## config.mk

```make
export PLATFORM = sky130hd
export DESIGN_NAME = noise_cal_command_decoder
export DESIGN_NICKNAME = d
export VERILOG_FILES = /design/src/design/cal_cmd_pkg.sv /design/src/design/noise_cal_command_decoder.sv /design/src/design/rx_lane.sv
export SDC_FILE = /design/constraint.sdc
export NUM_CORES = 1
export LEC_CHECK = 0
export ABC_AREA = 1
export BUFFER_PORTS_ARGS = -buffer_cell sky130_fd_sc_hd__buf_2
export CAP_MARGIN = 5
export CORE_MARGIN = 10
export CORE_UTILIZATION = 45
export CTS_CLUSTER_DIAMETER = 120
export DETAILED_ROUTE_END_ITERATION = 8
export PLACE_DENSITY_LB_ADDON = 0.12
export SKIP_LAST_GASP = 1
export SLEW_MARGIN = 20
export SYNTH_ARGS = -nofsm -noshare
export SYNTH_HDL_FRONTEND = slang
export SYNTH_SLANG_ARGS = --single-unit
```

## constraint.sdc

```tcl
create_clock -name clk_sys -period 1.57 [get_ports clk_sys]
set_input_delay 0.2355 -clock clk_sys [delete_from_list [all_inputs] [get_ports clk_sys]]
set_output_delay 0.2355 -clock clk_sys [all_outputs]
set_load 0.02 [all_outputs]
```

## src/design/cal_cmd_pkg.sv

```systemverilog
// Package: constants, carrier types and shared decode for the noise cal command decoder
package cal_cmd_pkg;

  // ==========================================================
  // Sizes
  localparam int NUM_RX = 3;
  localparam int FIELD_W = 4;
  localparam int NUM_FIELDS = 6;
  localparam int CAL_W = 24;
  localparam int CTL_PER_RX = 3;
  localparam int CTL_W = 9;
  localparam int MON_W = 16;
  localparam int CNT_W = 5;

  // ==========================================================
  // Field layout inside one 4-bit cal field, fields A,A',B,B',C,C' from bit 0 up
  localparam int FLD_SOLAR = 0;
  localparam int FLD_NORMAL = 1;
  localparam int FLD_AUTO = 2;
  localparam int FLD_UNUSED = 3;

  // ==========================================================
  // Reset values and idle codes
  localparam logic [CAL_W-1:0] CAL_RST = 24'h000000;
  localparam logic [CTL_W-1:0] CTL_RST = 9'h000;
  localparam logic [3:0] MUX_IDLE_ADDR = 4'hF;
  localparam logic [MON_W-1:0] MON_RST = 16'h0000;
  localparam logic [CNT_W-1:0] CNT_RST = 5'h00;

  // ==========================================================
  // Band code checking: which of the 16 band codes are assigned, and parity sense
  localparam logic [15:0] BAND_ASSIGNED = 16'h00FF;
  localparam logic BAND_PARITY_ODD = 1'b1;

  // ==========================================================
  // Digital monitor channel addresses
  localparam logic [3:0] MON_CAL_LO = 4'h0;
  localparam logic [3:0] MON_CAL_HI = 4'h1;
  localparam logic [3:0] MON_CTL = 4'h2;
  localparam logic [3:0] MON_ID0 = 4'h3;
  localparam logic [3:0] MON_ID1 = 4'h4;
  localparam logic [3:0] MON_ID2 = 4'h5;
  localparam logic [3:0] MON_DISC = 4'h6;
  localparam logic [3:0] MON_BAND = 4'h7;

  // ==========================================================
  // Carrier types
  typedef struct packed {
    logic unused;
    logic auto_req;
    logic normal;
    logic solar;
  } cal_field_t;

  typedef struct packed {
    logic [4:0] serial;
    logic [3:0] band;
    logic parity;
    logic [1:0] mods;
  } rx_id_t;

  typedef struct packed {
    logic [2:0] ctl_echo;
    logic pump;
    logic solar;
    logic motor;
  } rx_disc_t;

  typedef struct packed {
    logic ser_clk;
    logic ser_data;
    logic ser_frame;
    logic reg_sel;
    logic slot_b;
    logic cal_ref;
    logic [2:0] prime;
    logic mon_strobe;
    logic [3:0] mon_addr;
    rx_disc_t [2:0] disc;
    rx_id_t [2:0] id;
  } pin_in_t;

  typedef enum logic [1:0] {
    FR_IDLE = 2'b00,
    FR_SHIFT = 2'b01,
    FR_COMMIT = 2'b10
  } frame_state_t;

  // ==========================================================
  // Pick one 4-bit cal field out of the observing word
  function automatic cal_field_t field_of(input logic [CAL_W-1:0] word, input int idx);
    field_of = cal_field_t'(word[idx*FIELD_W +: FIELD_W]);
  endfunction

endpackage

```

## src/design/noise_cal_command_decoder.sv

```systemverilog
// Top: serial command intake, dual command sets, cal drive and digital monitor for three receivers
`timescale 1ns/1ps
module noise_cal_command_decoder (
  input wire logic clk_sys,
  input wire logic rst_n,
  input wire logic ser_clk_pin,
  input wire logic ser_data_pin,
  input wire logic ser_frame_pin,
  input wire logic reg_sel_pin,
  input wire logic slot_b_pin,
  input wire logic cal_ref_pin,
  input wire logic [2:0] prime_pin,
  input wire logic mon_strobe_pin,
  input wire logic [3:0] mon_addr_pin,
  input wire cal_cmd_pkg::rx_disc_t [2:0] disc_pin,
  input wire cal_cmd_pkg::rx_id_t [2:0] id_pin,
  output logic [2:0] solar_drive,
  output logic [2:0] normal_drive,
  output logic [2:0] solar_led,
  output logic [2:0] normal_led,
  output logic [2:0] pump_led,
  output logic [2:0] band_bad,
  output logic [8:0] cryo_ctl,
  output logic [23:0] echo_cal,
  output logic [8:0] echo_ctl,
  output logic [15:0] mon_data,
  output logic [3:0] analog_mux_addr,
  output logic cmd_loaded
);

  // ==========================================================
  // Pin synchronisers
  // Every pin is foreign to clk_sys; the whole bundle goes through two flops.
  cal_cmd_pkg::pin_in_t pins_raw;
  cal_cmd_pkg::pin_in_t sync1_r;
  cal_cmd_pkg::pin_in_t sync2_r;

  assign pins_raw.ser_clk = ser_clk_pin;
  assign pins_raw.ser_data = ser_data_pin;
  assign pins_raw.ser_frame = ser_frame_pin;
  assign pins_raw.reg_sel = reg_sel_pin;
  assign pins_raw.slot_b = slot_b_pin;
  assign pins_raw.cal_ref = cal_ref_pin;
  assign pins_raw.prime = prime_pin;
  assign pins_raw.mon_strobe = mon_strobe_pin;
  assign pins_raw.mon_addr = mon_addr_pin;
  assign pins_raw.disc = disc_pin;
  assign pins_raw.id = id_pin;

  always_ff @(posedge clk_sys or negedge rst_n) begin
    if (!rst_n) begin
      sync1_r <= '0;
      sync2_r <= '0;
    end else begin
      sync1_r <= pins_raw;
      sync2_r <= sync1_r;
    end
  end

  // ==========================================================
  // Serial clock edge detect, done on the synchronised copy only
  // The delayed copies reset to the pins' idle low, so no false edge follows reset.
  logic ser_clk_d_r;
  logic frame_d_r;
  logic sclk_rise;
  logic frame_fall;

  always_ff @(posedge clk_sys or negedge rst_n) begin
    if (!rst_n) begin
      ser_clk_d_r <= 1'b0;
      frame_d_r <= 1'b0;
    end else begin
      ser_clk_d_r <= sync2_r.ser_clk;
      frame_d_r <= sync2_r.ser_frame;
    end
  end

  assign sclk_rise = sync2_r.ser_clk & ~ser_clk_d_r;
  assign frame_fall = frame_d_r & ~sync2_r.ser_frame;

  // ==========================================================
  // Frame state machine
  // Bits enter LSB first so bit 0 of the word is the first bit of the frame.
  // Clocks past a full observing word are ignored; a cal frame that long still commits, a control frame does not.
  cal_cmd_pkg::frame_state_t state_r;
  cal_cmd_pkg::frame_state_t state_nxt;
  logic [cal_cmd_pkg::CAL_W-1:0] shift_r;
  logic [cal_cmd_pkg::CAL_W-1:0] shift_nxt;
  logic [cal_cmd_pkg::CNT_W-1:0] bit_cnt_r;
  logic [cal_cmd_pkg::CNT_W-1:0] bit_cnt_nxt;
  logic frame_target_r;
  logic frame_target_nxt;
  logic frame_slot_r;
  logic frame_slot_nxt;
  logic [cal_cmd_pkg::CNT_W-1:0] want_cnt;
  logic count_full;
  logic len_ok;

  assign want_cnt = frame_target_r ? cal_cmd_pkg::CNT_W'(cal_cmd_pkg::CTL_W)
                                   : cal_cmd_pkg::CNT_W'(cal_cmd_pkg::CAL_W);
  assign count_full = (bit_cnt_r == cal_cmd_pkg::CNT_W'(cal_cmd_pkg::CAL_W));
  assign len_ok = (bit_cnt_r == want_cnt);

  always_comb begin
    state_nxt = state_r;
    shift_nxt = shift_r;
    bit_cnt_nxt = bit_cnt_r;
    frame_target_nxt = frame_target_r;
    frame_slot_nxt = frame_slot_r;
    unique case (state_r)
      cal_cmd_pkg::FR_IDLE: begin
        if (sync2_r.ser_frame) begin
          state_nxt = cal_cmd_pkg::FR_SHIFT;
          shift_nxt = cal_cmd_pkg::CAL_RST;
          bit_cnt_nxt = cal_cmd_pkg::CNT_RST;
          frame_target_nxt = sync2_r.reg_sel;
          frame_slot_nxt = sync2_r.slot_b;
        end
      end
      cal_cmd_pkg::FR_SHIFT: begin
        if (frame_fall) begin
          state_nxt = cal_cmd_pkg::FR_COMMIT;
        end else if (sclk_rise && !count_full) begin
          shift_nxt[bit_cnt_r] = sync2_r.ser_data;
          bit_cnt_nxt = bit_cnt_r + cal_cmd_pkg::CNT_W'(1);
        end
      end
      cal_cmd_pkg::FR_COMMIT: begin
        state_nxt = cal_cmd_pkg::FR_IDLE;
      end
      default: begin
        state_nxt = cal_cmd_pkg::FR_IDLE;
      end
    endcase
  end

  always_ff @(posedge clk_sys or negedge rst_n) begin
    if (!rst_n) begin
      state_r <= cal_cmd_pkg::FR_IDLE;
      shift_r <= cal_cmd_pkg::CAL_RST;
      bit_cnt_r <= cal_cmd_pkg::CNT_RST;
      frame_target_r <= 1'b0;
      frame_slot_r <= 1'b0;
    end else begin
      state_r <= state_nxt;
      shift_r <= shift_nxt;
      bit_cnt_r <= bit_cnt_nxt;
      frame_target_r <= frame_target_nxt;
      frame_slot_r <= frame_slot_nxt;
    end
  end

  // ==========================================================
  // Dual command register sets
  // A short frame, or a control frame of other than 9 bits, is dropped whole, so a torn frame never half-updates a set.
  logic commit;
  logic [1:0] cal_we;
  logic [1:0] ctl_we;
  logic [cal_cmd_pkg::CAL_W-1:0] cal_set_r [2];
  logic [cal_cmd_pkg::CTL_W-1:0] ctl_set_r [2];

  assign commit = (state_r == cal_cmd_pkg::FR_COMMIT) && len_ok;
  assign cal_we[0] = commit & ~frame_target_r & ~frame_slot_r;
  assign cal_we[1] = commit & ~frame_target_r & frame_slot_r;
  assign ctl_we[0] = commit & frame_target_r & ~frame_slot_r;
  assign ctl_we[1] = commit & frame_target_r & frame_slot_r;

  always_ff @(posedge clk_sys or negedge rst_n) begin
    if (!rst_n) begin
      for (int s = 0; s < 2; s++) begin
        cal_set_r[s] <= cal_cmd_pkg::CAL_RST;
        ctl_set_r[s] <= cal_cmd_pkg::CTL_RST;
      end
    end else begin
      for (int s = 0; s < 2; s++) begin
        if (cal_we[s]) begin
          cal_set_r[s] <= shift_r;
        end
        if (ctl_we[s]) begin
          ctl_set_r[s] <= shift_r[cal_cmd_pkg::CTL_W-1:0];
        end
      end
    end
  end

  // ==========================================================
  // Slot multiplexers
  // Flipping the live slot pin swaps every cal drive and echo together, three edges later.
  logic [cal_cmd_pkg::CAL_W-1:0] cal_active;
  logic [cal_cmd_pkg::CTL_W-1:0] ctl_active;

  assign cal_active = sync2_r.slot_b ? cal_set_r[1] : cal_set_r[0];
  assign ctl_active = sync2_r.slot_b ? ctl_set_r[1] : ctl_set_r[0];

  // ==========================================================
  // Echo, control outputs and load pulse
  // The echoes and cryo_ctl copy the active set, so a slot flip moves them on the same edge; cmd_loaded follows commit.
  logic [cal_cmd_pkg::CAL_W-1:0] echo_cal_r;
  logic [cal_cmd_pkg::CTL_W-1:0] echo_ctl_r;
  logic [cal_cmd_pkg::CTL_W-1:0] cryo_ctl_r;
  logic cmd_loaded_r;

  always_ff @(posedge clk_sys or negedge rst_n) begin
    if (!rst_n) begin
      echo_cal_r <= cal_cmd_pkg::CAL_RST;
      echo_ctl_r <= cal_cmd_pkg::CTL_RST;
      cryo_ctl_r <= cal_cmd_pkg::CTL_RST;
      cmd_loaded_r <= 1'b0;
    end else begin
      echo_cal_r <= cal_active;
      echo_ctl_r <= ctl_active;
      cryo_ctl_r <= ctl_active;
      cmd_loaded_r <= commit;
    end
  end

  assign echo_cal = echo_cal_r;
  assign echo_ctl = echo_ctl_r;
  assign cryo_ctl = cryo_ctl_r;
  assign cmd_loaded = cmd_loaded_r;

  // ==========================================================
  // Receiver lanes
  // Receiver r uses field 2r in its plain state and field 2r+1 in its primed state.
  // One shared reference keeps the gated drives of all receivers switching in step.
  cal_cmd_pkg::cal_field_t fld_sel [cal_cmd_pkg::NUM_RX];

  for (genvar r = 0; r < cal_cmd_pkg::NUM_RX; r++) begin : g_rx
    assign fld_sel[r] = sync2_r.prime[r] ? cal_cmd_pkg::field_of(cal_active, 2 * r + 1)
                                         : cal_cmd_pkg::field_of(cal_active, 2 * r);

    rx_lane rx_lane_i (
      .clk_sys(clk_sys),
      .rst_n(rst_n),
      .fld(fld_sel[r]),
      .cal_ref(sync2_r.cal_ref),
      .id(sync2_r.id[r]),
      .pump_disc(sync2_r.disc[r].pump),
      .solar_drive_r(solar_drive[r]),
      .normal_drive_r(normal_drive[r]),
      .solar_led_r(solar_led[r]),
      .normal_led_r(normal_led[r]),
      .pump_led_r(pump_led[r]),
      .band_bad_r(band_bad[r])
    );
  end

  // ==========================================================
  // Digital monitor word
  // Identity and discretes are read live from the synchronised pins, not latched,
  // so a changed toggle shows up on the next monitor read.
  logic [cal_cmd_pkg::MON_W-1:0] mon_sel;
  logic [cal_cmd_pkg::MON_W-1:0] mon_data_r;
  logic [17:0] disc_all;

  logic [cal_cmd_pkg::MON_W-1:0] ch_cal_lo;
  logic [cal_cmd_pkg::MON_W-1:0] ch_cal_hi;
  logic [cal_cmd_pkg::MON_W-1:0] ch_ctl;
  logic [cal_cmd_pkg::MON_W-1:0] ch_id0;
  logic [cal_cmd_pkg::MON_W-1:0] ch_id1;
  logic [cal_cmd_pkg::MON_W-1:0] ch_id2;
  logic [cal_cmd_pkg::MON_W-1:0] ch_disc;
  logic [cal_cmd_pkg::MON_W-1:0] ch_band;

  assign disc_all = {sync2_r.disc[2], sync2_r.disc[1], sync2_r.disc[0]};
  assign ch_cal_lo = echo_cal_r[15:0];
  assign ch_cal_hi = {8'h00, echo_cal_r[23:16]};
  assign ch_ctl = {7'h00, echo_ctl_r};
  assign ch_id0 = {4'h0, sync2_r.id[0]};
  assign ch_id1 = {4'h0, sync2_r.id[1]};
  assign ch_id2 = {4'h0, sync2_r.id[2]};
  assign ch_disc = disc_all[15:0];
  assign ch_band = {11'h000, disc_all[17:16], band_bad};

  // Channels 8 to 15 are spare and read as zero.
  always_comb begin
    mon_sel = cal_cmd_pkg::MON_RST;
    unique case (sync2_r.mon_addr)
      cal_cmd_pkg::MON_CAL_LO: mon_sel = ch_cal_lo;
      cal_cmd_pkg::MON_CAL_HI: mon_sel = ch_cal_hi;
      cal_cmd_pkg::MON_CTL: mon_sel = ch_ctl;
      cal_cmd_pkg::MON_ID0: mon_sel = ch_id0;
      cal_cmd_pkg::MON_ID1: mon_sel = ch_id1;
      cal_cmd_pkg::MON_ID2: mon_sel = ch_id2;
      cal_cmd_pkg::MON_DISC: mon_sel = ch_disc;
      cal_cmd_pkg::MON_BAND: mon_sel = ch_band;
      default: mon_sel = cal_cmd_pkg::MON_RST;
    endcase
  end

  always_ff @(posedge clk_sys or negedge rst_n) begin
    if (!rst_n) begin
      mon_data_r <= cal_cmd_pkg::MON_RST;
    end else begin
      mon_data_r <= mon_sel;
    end
  end

  assign mon_data = mon_data_r;

  // ==========================================================
  // Analog multiplexer address
  // Resting on the all-ones channel keeps a known charge on the mux wiring between reads.
  logic [3:0] mux_addr_r;

  always_ff @(posedge clk_sys or negedge rst_n) begin
    if (!rst_n) begin
      mux_addr_r <= cal_cmd_pkg::MUX_IDLE_ADDR;
    end else if (sync2_r.mon_strobe) begin
      mux_addr_r <= sync2_r.mon_addr;
    end else begin
      mux_addr_r <= cal_cmd_pkg::MUX_IDLE_ADDR;
    end
  end

  assign analog_mux_addr = mux_addr_r;

endmodule // noise_cal_command_decoder

```

## src/design/rx_lane.sv

```systemverilog
// One receiver lane: cal drive gating, panel lamps and band code check
`timescale 1ns/1ps
module rx_lane (
  input wire logic clk_sys,
  input wire logic rst_n,
  input wire cal_cmd_pkg::cal_field_t fld,
  input wire logic cal_ref,
  input wire cal_cmd_pkg::rx_id_t id,
  input wire logic pump_disc,
  output logic solar_drive_r,
  output logic normal_drive_r,
  output logic solar_led_r,
  output logic normal_led_r,
  output logic pump_led_r,
  output logic band_bad_r
);

  // ==========================================================
  // Decode
  // The unused bit is never looked at, so either value decodes the same.
  // Auto alone has no source requested and so drives nothing.
  logic gate;
  logic solar_nxt;
  logic normal_nxt;
  logic parity_calc;
  logic band_bad_nxt;

  assign gate = fld.auto_req ? cal_ref : 1'b1;
  assign solar_nxt = fld.solar & gate;
  assign normal_nxt = fld.normal & gate;
  assign parity_calc = (^id.band) ^ cal_cmd_pkg::BAND_PARITY_ODD;
  assign band_bad_nxt = ~cal_cmd_pkg::BAND_ASSIGNED[id.band]
                      | (parity_calc != id.parity);

  // ==========================================================
  // Registered outputs
  always_ff @(posedge clk_sys or negedge rst_n) begin
    if (!rst_n) begin
      solar_drive_r <= 1'b0;
      normal_drive_r <= 1'b0;
      solar_led_r <= 1'b0;
      normal_led_r <= 1'b0;
      pump_led_r <= 1'b0;
      band_bad_r <= 1'b0;
    end else begin
      solar_drive_r <= solar_nxt;
      normal_drive_r <= normal_nxt;
      solar_led_r <= solar_nxt;
      normal_led_r <= normal_nxt;
      pump_led_r <= pump_disc;
      band_bad_r <= band_bad_nxt;
    end
  end

endmodule // rx_lane

```

Word level (Yosys, flattened, before mapping):

Memory sizes are Yosys's and may differ from the RTL's.
Index checks and enable logic that the tools add are counted.

* bits in registers: 303
* latch bits: 0
* RAM bits: 0
* ROM bits: 48
* bits of input ports: 70
* output and inout port bits: 81
* logic and storage cells: 189
* memories: 3

* $add $sub $neg: 1
* multipliers: 0
* divide/modulo/power cells: 0
* $lt $le $gt $ge: 5
* eq/ne operators: 18
* shifts and indexed selects: 0
* multiplexer cells: 28
* bitwise operators: 27
* reduce and logical (&&, ||, !) cells: 13

Memories
* (no name shown): words 16, width 1, rd ports 1, clocked after Yosys merged registers in 0, wr ports 0, RTL line rx_lane.sv:32 `assign band_bad_nxt = ~cal_cmd_pkg::BAND_ASSIGNED[id.band]`
* (no name shown): words 16, width 1, rd ports 1, clocked after Yosys merged registers in 0, wr ports 0, RTL line rx_lane.sv:32
* (no name shown): words 16, width 1, rd ports 1, clocked after Yosys merged registers in 0, wr ports 0, RTL line rx_lane.sv:32

Operator list (number)
* 16-bit case mux with 8 select lines: 1
* 24-bit two-way mux: 4
* 24-bit case mux with 2 select lines: 1
* 24-bit bitwise mux: 1
* 5-bit two-way mux: 4
* 4-bit by 3-bit == test with 1-bit output, second input constant: 4
* 4-bit by 5-bit less-than comparator with 1-bit output, second input constant: 3
* 1-bit bitwise AND: 14
* 4-bit parity: 3
* 1-bit inverter: 10
* 5-bit case mux with 2 select lines: 1
* 3-bit two-way mux: 3
* 9-bit two-way mux: 1
* 4-bit by 2-bit == test with 1-bit output, second input constant: 2
* 2-bit inequality test, second input constant: 4
* 1-bit two-way mux: 7
* 5-bit by 6-bit less-than comparator with 1-bit output, second input constant: 1
* 5-bit by 1-bit adder with 5-bit output, second input constant: 1
* 1-bit demux with 5-bit select: 1
* 5-bit == test: 1
* 5-bit == test, second input constant: 1
* 5-bit by 1-bit >= comparator with 1-bit output, second input constant: 1
* 4-bit by 1-bit == test with 1-bit output, second input constant: 1
* 4-bit logical NOT: 1
* 13 further kinds: 21

Longest topological paths before layout:

Gate-level depths: netlist (run 1).

* depth in word-level cells: 8
* depth in mapped cells: 11
* mapped depth without buffers: 10

Modules after synthesis:

A second synthesis (run 1) with hierarchy kept.

* cells, all modules: 1176
* area, all modules: 11571.1 um^2

By module, submodules not included
* noise_cal_command_decoder: instances 1, cells each 1101, area each 10963.0 um^2, seq. area each 7287.0 um^2
* rx_lane: instances 3, cells each 25, area each 202.7 um^2, seq. area each 100.1 um^2

Worst setup path before layout (run 1):

Ideal clock, no wire load.

* kind: reg2reg
* from: register bit_cnt_r[0] in the netlist's numbering
* to: register shift_r[13] in the netlist's numbering
* library setup time: 0.066 ns
* arrival time: 1.662 ns
* required time: 1.504 ns
* slack: -0.159 ns
* stages on the path, launching flop included: 12
* path buffers: 2
* period minus slack after synthesis: 1.729 ns
* cell sequence: dfrtp_1 > inv_1 > ha_1 > nand2_1 > inv_1 > nand2_1 > nand2_1 > nand2_1 > buf_2 > buf_2 > nand4_1 > nand2_1

* longest elaborated chain between the ends: 8
* elaborated cells between the ends (all ways): 14
* classes of those cells: order compare: 2; eq/ne: 2; mux: 6; reduce/logical: 4

Ends and longest elaborated chain
* start, declared: RTL line noise_cal_command_decoder.sv:89 `logic [cal_cmd_pkg::CNT_W-1:0] bit_cnt_r;`
* start signal, assigned: RTL line noise_cal_command_decoder.sv:141 `bit_cnt_r <= cal_cmd_pkg::CNT_RST;`
* start signal, assigned: RTL line noise_cal_command_decoder.sv:147 `bit_cnt_r <= bit_cnt_nxt;`
* 5-bit by 6-bit less-than comparator with 1-bit output (not written as such) / 5-bit by 1-bit >= comparator with 1-bit output (equally long branches): RTL line noise_cal_command_decoder.sv:124 `shift_nxt[bit_cnt_r] = sync2_r.ser_data;`
* 1-bit logical AND (not written as such): RTL line noise_cal_command_decoder.sv:124
* 1-bit two-way mux (not written as such): RTL line noise_cal_command_decoder.sv:124
* 1-bit demux with 5-bit select: RTL line noise_cal_command_decoder.sv:124
* 24-bit bitwise mux: RTL line noise_cal_command_decoder.sv:124
* 24-bit two-way mux: RTL line noise_cal_command_decoder.sv:123 `end else if (sclk_rise && !count_full) begin`
* 24-bit two-way mux: RTL line noise_cal_command_decoder.sv:121 `if (frame_fall) begin`
* 24-bit case mux with 2 select lines: RTL line noise_cal_command_decoder.sv:110 `unique case (state_r)`
* end signal, assigned: RTL line noise_cal_command_decoder.sv:140 `shift_r <= cal_cmd_pkg::CAL_RST;`
* end signal, assigned: RTL line noise_cal_command_decoder.sv:146 `shift_r <= shift_nxt;`
* end, declared: RTL line noise_cal_command_decoder.sv:87 `logic [cal_cmd_pkg::CAL_W-1:0] shift_r;`

Parallel ways exist; a longest one is shown, timed or not. The select of a mux whose other input is x is not followed.
A chain may end at the register's enable or synchronous reset.

Final worst setup path (run 1):

* from: register bit_cnt_r[0] in the netlist's numbering
* to: register cal_set_r[43] in the netlist's numbering

* longest elaborated chain between the ends: 4

Ends and longest elaborated chain
* 5-bit == test: RTL line noise_cal_command_decoder.sv:102 `assign len_ok = (bit_cnt_r == want_cnt);`
* 1-bit logical AND: RTL line noise_cal_command_decoder.sv:162 `assign commit = (state_r == cal_cmd_pkg::FR_COMMIT) && len_ok;`
* 1-bit bitwise AND (2 in a row): RTL line noise_cal_command_decoder.sv:163 `assign cal_we[0] = commit & ~frame_target_r & ~frame_slot_r;`
* end signal, assigned by index: RTL line noise_cal_command_decoder.sv:171 `cal_set_r[s] <= cal_cmd_pkg::CAL_RST;`
* end signal, assigned by index: RTL line noise_cal_command_decoder.sv:177 `cal_set_r[s] <= shift_r;`
* end, declared: RTL line noise_cal_command_decoder.sv:159 `logic [cal_cmd_pkg::CAL_W-1:0] cal_set_r [2];`

Every way passes these cells.

==> results of run 1 <==
## timing repair
item                                    4_1_cts  5_1_grt
endpoints found under the hold margin       371        0
setup buffers                                 0        1
endpoints found under the setup margin        0       49
hold buffers                                 69        0
gates resized for setup                       0       12
## sequential cells by signal, indices dropped and copies added, names as in the netlist, 9 cells and up
register / count
sync1_r: 68
cal_set_r: 48
echo_cal: 24
shift_r: 24
ctl_set_r: 18
ch_disc: 16
mon_data: 16
sync2_r: 14
ch_id0: 12
ch_id1: 12
ch_id2: 12
cryo_ctl: 9
## cell usage after synthesis, types with 3 or more instances
cell type,number
or2_2,6
inv_1,81
o21a_1,6
dfrtp_1,299
o211ai_1,3
nand3_1,88
dfstp_2,4
nor2_1,36
inv_2,4
nor3_1,3
xor2_1,6
nand2_1,399
ha_1,4
a21oi_1,3
nand4_1,83
buf_4,30
nand3_2,4
clkbuf_1,25
and2_1,6
nor2_2,5
o21ai_0,21
buf_2,24
o21ai_1,18
## area by class of cell
class	instances	area (um2)	share of cell area, %
Sequential cell	303	7589	51.71
Inverter	87	330.3	2.251
Clock inverter	12	127.6	0.8696
Clock buffer	46	922.1	6.284
Tap cell	330	412.9	2.814
Timing Repair Buffer	270	2068	14.09
Multi-Input combinational cell	694	3226	21.98
## cell usage in the layout (no fill, tap or decap), types with 8 or more instances in the layout
| cell | n |
|---|---|
| nor2_1 | 33 |
| nand3_1 | 88 |
| clkbuf_16 | 33 |
| inv_1 | 79 |
| dlygate4sd3_1 | 69 |
| buf_12 | 15 |
| clkinv_2 | 8 |
| o21ai_1 | 18 |
| buf_4 | 31 |
| o21ai_0 | 21 |
| clkbuf_8 | 9 |
| buf_2 | 149 |
| dfrtp_1 | 298 |
| nand4_1 | 83 |
| nand2_1 | 397 |
## metrics by stage
| stage | worst slack (ns) | instances | util (%) |
|---|---|---|---|
| 5_1_grt | -0.008687 | 1742 | 58.28 |
| 2_1_floorplan | 0.02163 | 1165 | - |
| 6_report | 0.07191 | 1742 | 58.28 |
| 4_1_cts | 0.03363 | 1739 | 57.82 |
| 3_5_place_dp | 0.06068 | 1612 | 50.91 |
| 3_3_place_gp | 0.08538 | 1612 | 50.91 |
## power by group through the flow
stage	logic [W]	registers (W)	clock network [W]
2_1_floorplan	0.00161	0.00851	0
3_3_place_gp	0.00264	0.00852	0
3_5_place_dp	0.00266	0.00852	0
4_1_cts	0.00281	0.00838	0.00756
5_1_grt	0.00325	0.00842	0.00793
6_report	0.00292	0.00839	0.00739
## final timing paths
path / start / end / cells past startpoint
setup / recovery: bit_cnt_r[0] / cal_set_r[43] / 5
setup reg to reg: bit_cnt_r[0] / cal_set_r[43] / 5
hold / removal: rst_n / ch_disc[7] / 2
hold reg to reg: sync1_r[16] / ch_id1[4] / 0
min in group clk_sys: prime_pin[2] / sync1_r[61] / 2
max in group asynchronous: rst_n / bit_cnt_r[0] / 3
## routing by layer
| metal | track usage (%) | routed length (um) |
|---|---|---|
| met1 | 23.87 | 13330 |
| met2 | 27.78 | 13310 |
| met3 | 3.494 | 1530 |
| met4 | 4.987 | 756 |
| met5 | 0 | 0 |
## cells by family after synthesis
family / count (synthesis)
adders and majority gates: 4
AOI/OAI and AO/OA: 51
buffers and inverters: 168
muxes: 1
and+or+nand+nor: 632
xor gates and xnor gates: 6
DFF: 303
## worst max-delay path: stages, from the launching register on
cell     delay [ns]
dfrtp_2        0.40
buf_4          0.17
nor3_4         0.34
buf_12         0.27
nand4_1        0.14
nand2_1        0.09
==> impl_metrics.yaml, run 1 <==
run_status:
  status: "finished clean"
pwr:
  p_total_w: 0.01869
  power_frac_comb_pct: 15.6
  clkPwrFrac_pct: 39.5
  p_per_area_nw_per_um2: 1274
  p_switching_w: 0.005088
  netSwitchingFraction_pct: 27.22
  seq_power_share_pct: 44.9
  intPower_w: 0.01360
  p_leak_nw: 7.852
  peakVddDrop_v: 0.001330
clock_network:
  tritoncts: "built"
  root_buffer: "clkbuf_16"
  clk_latency_ns: 0.57
  path_clk_slew_ns: 0.06
  cts_buffers: 31
  cts_sinks: 303
  cts_buffer_depth: 3
  htree_levels: 1
sta:
  fin_hold_ws_ns: 0.1174
  slew_headroom_pct: 71.24
  fin_crit_sh_pct: 95.42
  hold_viol: 0
  worstMarginPinSlew_ns: 0.4314
  fin_tns_setup_ns: 0
  fmax_mhz: 667.5
  slew_viol_final: 0
  rsz0062_at_grt: "yes"
  setup_viol: 0
  finalCriticalPeriod_ns: 1.498
  fin_skew_ns: 0.01154
yosys:
  synth_edf_count: 0
  synth_compound_area_share_pct: 2.407
  synth_xor_area_share_pct: 0.4554
  synthSimpleGateAreaFrac_pct: 24.15
  synth.area.top_cells: "dfrtp_1, nand2_1, nand4_1, nand3_1, inv_1"
  synth-seq-cells: 303
  synthMuxAreaShare_pct: 0.09759
  syn_inst: 1165
  synth_area_per_cell_um2: 9.904
  synth_flop_cell: "dfrtp_1"
  yosysWarnings: 0
  netlist_area_um2: 11540
  async_flop_share_pct: 100.0
  yosysSeqAreaShare_pct: 65.76
  synth_top_area_share_pct: 64.84
  synth.distinct_cells: 27
  synth_nets: 1239
  yosys.area.top_type: "dfrtp_1"
  synth_top_family_by_area: "simple AND/OR/NAND/NOR gates"
  yosys.area_share.adder_pct: 0.4337
worst_setup_path:
  crit_fanout: 49
  cp-end-kind: "register"
  r2r_slack_ns: 0.07
  worstPathArrival_ns: 1.99
  cp.required_ns: 2.07
  path_class: "register to register"
  start_kind: "register"
min_path:
  worstHoldPathType: "primary input to asynchronous set/reset pin"
detailed_routing:
  dr.pass1.iters: 5
  routed_via_density: 4.872
  drt-total-wl_mm: 28.93
  drt_iter0_markers: 570
  drc: 0
  antenna_left: 0
  routedWlPerCell_um: 16.61
  routed-via-count: 8487
layout:
  syn2layout_area_growth_pct: 27.18
  layout.nets: 1461
  fin_area_um2: 14680
  fill_cells: 2113
  antenna_cells: 0
  drive_above_1_share_pct: 20.47
die:
  die_area_um2: 32450
  die_w_um: 180.1
  start_util_pct: 45.82
  core_area_um2: 25180
  num_rows: 58
  dieHeight_um: 180.1
  ioPinCount: 151
placement:
  place.gp.congestion: 0.8461
  port_buffers: 150
  placed_cell_area_um2: 12820
  dp.final_hpwl_mm: 19.33
global_routing:
  grtUsageTotal_pct: 17.48
  grt-ovfl-total: 0
  grt_max_degree: 74
  antenna_found_initial: 0
  grt_pass1_vias: 8653
  grt_pass1_wl_mm: 47.15
job:
  drv_cap: 0
Note: power is estimated with default switching activity, not from simulation.
==> inputs of run 2 (changes only) <==
--- a/config.mk
+++ b/config.mk
@@ -8,11 +8,13 @@
 export ABC_AREA = 1
 export BUFFER_PORTS_ARGS = -buffer_cell sky130_fd_sc_hd__buf_2
 export CAP_MARGIN = 5
+export CELL_PAD_IN_SITES_DETAIL_PLACEMENT = 1
+export CELL_PAD_IN_SITES_GLOBAL_PLACEMENT = 1
 export CORE_MARGIN = 10
-export CORE_UTILIZATION = 45
+export CORE_UTILIZATION = 40
 export CTS_CLUSTER_DIAMETER = 120
 export DETAILED_ROUTE_END_ITERATION = 8
-export PLACE_DENSITY_LB_ADDON = 0.12
+export PLACE_DENSITY_LB_ADDON = 0.1
 export SKIP_LAST_GASP = 1
 export SLEW_MARGIN = 20
 export SYNTH_ARGS = -nofsm -noshare
==> run 2 against run 1 <==
  * Global-route usage rose by 1.2 points
  * Highest routed layer unchanged
  * Clock power grew 10%
  * Sequential share of layout area decreased by 1.1 points
  * Utilization decreased by 5.7 points
  * Largest cell class unchanged
  * Fmax rose by 2.4%
  * Via count increased by 2.5%
  * Clock skew rose by 0.0072 ns
==> impl_metrics.yaml, run 2 (synthesis gave the netlist of run 1 again) <==
run_status:
  status: "finished clean"
die:
  num_rows: 62
  die_area_um2: 36040
  dieHeight_um: 189.8
  start_util_pct: 40.42
  die_w_um: 189.8
  ioPinCount: 151
  core_area_um2: 28550
sta:
  setup_viol: 0
  fmax_mhz: 683.3
  slew_headroom_pct: 72.39
  rsz0062_at_grt: "yes"
  fin_crit_sh_pct: 93.22
  hold_viol: 0
  worstMarginPinSlew_ns: 0.4142
  finalCriticalPeriod_ns: 1.464
  fin_skew_ns: 0.01878
  slew_viol_final: 0
global_routing:
  grt-ovfl-total: 0
  antenna_found_initial: 0
  grt_pass1_vias: 9384
  grt_max_degree: 51
  grt_pass1_wl_mm: 53.75
  grtUsageTotal_pct: 18.71
clock_network:
  clk_latency_ns: 0.52
  htree_levels: 2
  cts_buffers: 34
  cts_buffer_depth: 3
  tritoncts: "built"
  cts_sinks: 303
  path_clk_slew_ns: 0.06
  root_buffer: "clkbuf_16"
layout:
  final_cells: 1808
  largest_reg_flops: 68
  fill_cells: 3203
  syn2layout_area_growth_pct: 30.05
  final_cell_mix: "nand2_1, dfrtp_1, buf_2, nand3_1, nand4_1"
  antenna_cells: 0
  fin_util_pct: 52.56
  drive_above_1_share_pct: 21.14
  final_common_cell: "nand2_1"
  top_register: "sync1_r"
  layout.nets: 1475
  reg_top3: "sync1_r x68, cal_set_r x48"
worst_setup_path:
  slowest_delay_ns: 0.41
  cp_top_family: "simple AND/OR/NAND/NOR gates"
  critical_path_buf_inv_count: 3
  worstPathArrival_ns: 1.86
  start_kind: "register"
  path_common_cell: "nand2_1"
  crit_chain: "inv_2 -> ha_4 -> nand2_1 -> inv_1 -> nand2_1 -> nand2_1 -> nand2_4 -> clkbuf_16 -> nand4_1 -> nand2_1"
  cp.required_ns: 1.97
  path_class: "register to register"
  crit_fanout: 12
  cp-end-kind: "register"
  slowest_stage: "dfrtp_2"
placement:
  place.gp.congestion: 0.7842
  dp_cells: 1676
  dp.final_hpwl_mm: 21.97
  port_buffers: 150
min_path:
  worstHoldPathType: "primary input to asynchronous set/reset pin"
detailed_routing:
  dr.pass1.iters: 4
  drt_iter0_markers: 392
  routedWlPerCell_um: 18.70
  antenna_left: 0
  drt-total-wl_mm: 33.81
  routed-via-count: 8698
  drc: 0
  routed_via_density: 4.811
job:
  drv_cap: 0
pwr:
  p_per_area_nw_per_um2: 1312
  p_leak_nw: 7.983
  peakVddDrop_v: 0.0008925
-- run 2: cell count changes in the layout (fill, tap and decap cells not counted), sizes merged --
| cell | before | now |
|---|---|---|
| buf | 199 | 209 |
| inv | 86 | 85 |
| bufinv | 2 | 4 |
| clkbuf | 48 | 51 |
| clkinv | 9 | 8 |
| clkinvlp | 2 | 1 |
-- run 2: layout make-up --
type,count,area (um2),area share [%]
clock buffers,48,974.7,6.495
clock inverters,11,177.7,1.184
inverters,87,330.3,2.201
multi-input cells,694,3218,21.45
flip-flops and latches,303,7589,50.57
well taps,384,480.5,3.202
repair buffers,281,2236,14.90
-- run 2: worst paths after layout --
kind	slack (ns)	from	cells past startpoint	endpoint
worst min register to register	0.33	sync1_r[8]	0	ch_id0[8]
worst max-delay path	0.11	bit_cnt_r[0]	10	shift_r[17]
min in group clk_sys	0.33	sync1_r[8]	0	ch_id0[8]
max in group asynchronous	0.69	rst_n	3	sync1_r[39]
worst min-delay path	0.23	rst_n	2	g_rx[0].rx_lane_i.pump_led_r
worst max register to register	0.11	bit_cnt_r[0]	10	shift_r[17]
-- run 2: what timing repair did --
item / in CTS / in global routing
setup endpoints to repair: 0 / 83
endpoints found under the hold margin: 122 / 0
hold buffers: 69 / 0
buffers inserted: 0 / 1
resized for setup: 0 / 10
-- run 2: where the power goes --
group          internal, W  switching (W)  total (W)  leakage (nW)
Clock              0.00500        0.00314    0.00815         0.567
Sequential         0.00815       0.000257    0.00841          3.85
Combinational      0.00117        0.00196    0.00314          3.56
Total               0.0143        0.00536     0.0197          7.98
-- run 2: metal layers --
metal / routed length, um / GRT usage [%]
met1: 14980 / 24.62
met2: 17010 / 31.41
met3: 1246 / 3.131
met5: 0 / 0
met4: 580 / 4.976
-- run 2: worst register-to-register path, stage by stage (launching register included) --
cell	delay [ns]
dfrtp_2	0.41
inv_2	0.09
ha_4	0.14
nand2_1	0.06
inv_1	0.07
nand2_1	0.05
nand2_1	0.10
nand2_4	0.12
clkbuf_16	0.20
nand4_1	0.08
nand2_1	0.06
-- run 2: through the flow --
step	power, W	worst slack, ns	area (um2)	hold slack, ns	TNS, ns
floorplan	0.01011	0.02163	11560	-0.06009	0
global placement	0.01131	0.08234	13040	0.1833	0
detailed placement	0.01139	0.04929	13040	0.1799	0
CTS	0.01978	0.01347	14880	0.2230	0
global route	0.02069	-0.03562	15010	0.2441	-0.2555
finish	0.01969	0.1065	15010	0.2328	0
==> inputs of run 3 (changes only) <==
==> constraint.sdc (replaced) <==
create_clock -name clk_sys -period 1.57 [get_ports clk_sys]
set_input_delay 0.314 -clock clk_sys [delete_from_list [all_inputs] [get_ports clk_sys]]
set_output_delay 0.314 -clock clk_sys [all_outputs]
set_load 0.02 [all_outputs]
==> run 3 against run 2 <==
  * Clock power fell by 6.4%
  * Register-to-register slack got worse by 0.08 ns
  * Hold slack improved by 0.032 ns
  * Sequential share of layout area fell by 0.15 points
  * Sequential power barely moved
  * Die area did not move
  * Count of clock-buffer cells in the layout rose by 4
  * Via count rose by 0.72%
  * Critical path type unchanged
  * Power fell by 1.4%
  * Critical path depth fell by 4
  * Final area rose by 0.30%
==> impl_metrics.yaml, run 3 (synthesis gave the netlist of run 1 again) <==
clock_network:
  path_clk_slew_ns: 0.06
  root_buffer: "clkbuf_16"
  clk_latency_ns: 0.51
  tritoncts: "built"
  cts_buffers: 35
  htree_levels: 2
  cts_sinks: 303
  cts_buffer_depth: 3
layout:
  fin_area_um2: 15050
  drive_above_1_share_pct: 21.97
  top_register: "sync1_r"
  final_common_cell: "nand2_1"
  reg_top3: "sync1_r x68, cal_set_r x48"
  antenna_cells: 0
  layout.nets: 1479
  syn2layout_area_growth_pct: 30.44
  final_cell_mix: "nand2_1, dfrtp_1, buf_2, nand3_1, nand4_1"
  largest_reg_flops: 68
detailed_routing:
  dr.pass1.iters: 4
  drc: 0
  routed_via_density: 4.832
  drt_iter0_markers: 406
  routed-via-count: 8761
  routedWlPerCell_um: 18.75
  antenna_left: 0
  drt-total-wl_mm: 33.99
sta:
  setup_viol: 0
  hold_viol: 0
  fin_crit_sh_pct: 98.39
  fmax_mhz: 647.4
  worstMarginPinSlew_ns: 0.3873
  slew_headroom_pct: 74.18
  rsz0062_at_grt: "yes"
  finalCriticalPeriod_ns: 1.545
  fin_tns_setup_ns: 0
  fin_skew_ns: 0.02281
  slew_viol_final: 0
worst_setup_path:
  slowest_delay_ns: 0.43
  crit_path_start: "bit_cnt_r[0]"
  cp.depth: 6
  slowest_stage: "dfrtp_2"
  r2r_slack_ns: 0.03
  crit_fanout: 12
  r2r_end: "cal_set_r[2]"
  path_common_cell: "nand2_1"
  cp-end-kind: "register"
  crit_chain: "buf_6 -> nor3_4 -> nand3_4 -> clkbuf_16 -> nand2_1 -> nand2_1"
  critical_path_buf_inv_count: 2
  cp_top_family: "simple AND/OR/NAND/NOR gates"
  start_kind: "register"
  worstPathArrival_ns: 1.93
  endpoint: "cal_set_r[2]"
  path_class: "register to register"
  cp.required_ns: 1.95
  ff2ff_path_depth: 6
  timing.rr.start: "bit_cnt_r[0]"
job:
  drv_cap: 0
placement:
  place.gp.congestion: 0.7878
  port_buffers: 150
  placed_cell_area_um2: 12990
  dp.final_hpwl_mm: 22.14
pwr:
  clkPwrFrac_pct: 39.3
  p_per_area_nw_per_um2: 1290
  seq_power_share_pct: 43.4
  p_total_w: 0.01942
  p_leak_nw: 7.993
  p_switching_w: 0.005451
  peakVddDrop_v: 0.001352
  netSwitchingFraction_pct: 28.07
  intPower_w: 0.01397
  power_frac_comb_pct: 17.3
die:
  die_w_um: 189.8
  core_area_um2: 28550
  die_area_um2: 36040
  dieHeight_um: 189.8
  num_rows: 62
  start_util_pct: 40.42
  ioPinCount: 151
run_status:
  status: "finished clean"
global_routing:
  grt_pass1_wl_mm: 52.43
  grtUsageTotal_pct: 18.16
  antenna_found_initial: 0
  grt_max_degree: 69
  grt-ovfl-total: 0
  grt_pass1_vias: 9280
min_path:
  worstHoldPathType: "primary input to asynchronous set/reset pin"
[run 3: layer usage]
metal  part of all wire [%]  up-vias  global-route usage [%]
li1                       -     4181                       -
met1                     44     4373                   23.76
met2                     51      164                   30.94
met3                    3.3       43                   2.929
met4                    1.7        0                   4.243
met5                      0        -                       0
[run 3: worst min path at each step]
stage               slack, ns           end
floorplan                0.02  bit_cnt_r[0]
detailed placement       0.20   sync1_r[56]
finish                   0.26   mon_data[5]
global route             0.27   mon_data[5]
CTS                      0.26   sync1_r[56]
global placement         0.21   sync1_r[39]
[run 3: repair_timing]
action,CTS,global route
pin swaps,0,2
setup endpoints to repair,10,83
cloned,0,7
endpoints found under the hold margin,103,0
resized for setup,1,27
buffers inserted,0,3
hold buffers,69,0
[run 3: area by class of cell]
type                    instances  area (um2)
fillers                      3186       13500
flip-flops and latches        303        7589
multi-input cells             694        3267
clock inverters                 9       70.07
well taps                     384       480.5
clock buffers                  52        1020
repair buffers                284        2292
inverters                      87       332.8
[run 3: power groups by stage]
stage	logic [W]	clock network (W)	registers, W
final	0.00336	0.00763	0.00843
after global routing	0.00365	0.00820	0.00846
after CTS	0.00293	0.00783	0.00842
after detailed placement	0.00278	0	0.00855
after global placement	0.00274	0	0.00854
after floorplan	0.00161	0	0.00851
[run 3: per-stage QoR]
stage / worst slack, ns / hold WS [ns] / cells / utilization, %
4_1_cts: -0.004790 / 0.2551 / 1803 / 51.75
5_1_grt: -0.1082 / 0.2719 / 1813 / 52.72
3_3_place_gp: 0.03354 / 0.2055 / 1673 / 45.50
6_report: 0.02524 / 0.2645 / 1813 / 52.72
2_1_floorplan: 0.02163 / 0.01841 / 1165 / -
3_5_place_dp: 0.01279 / 0.2020 / 1673 / 45.50
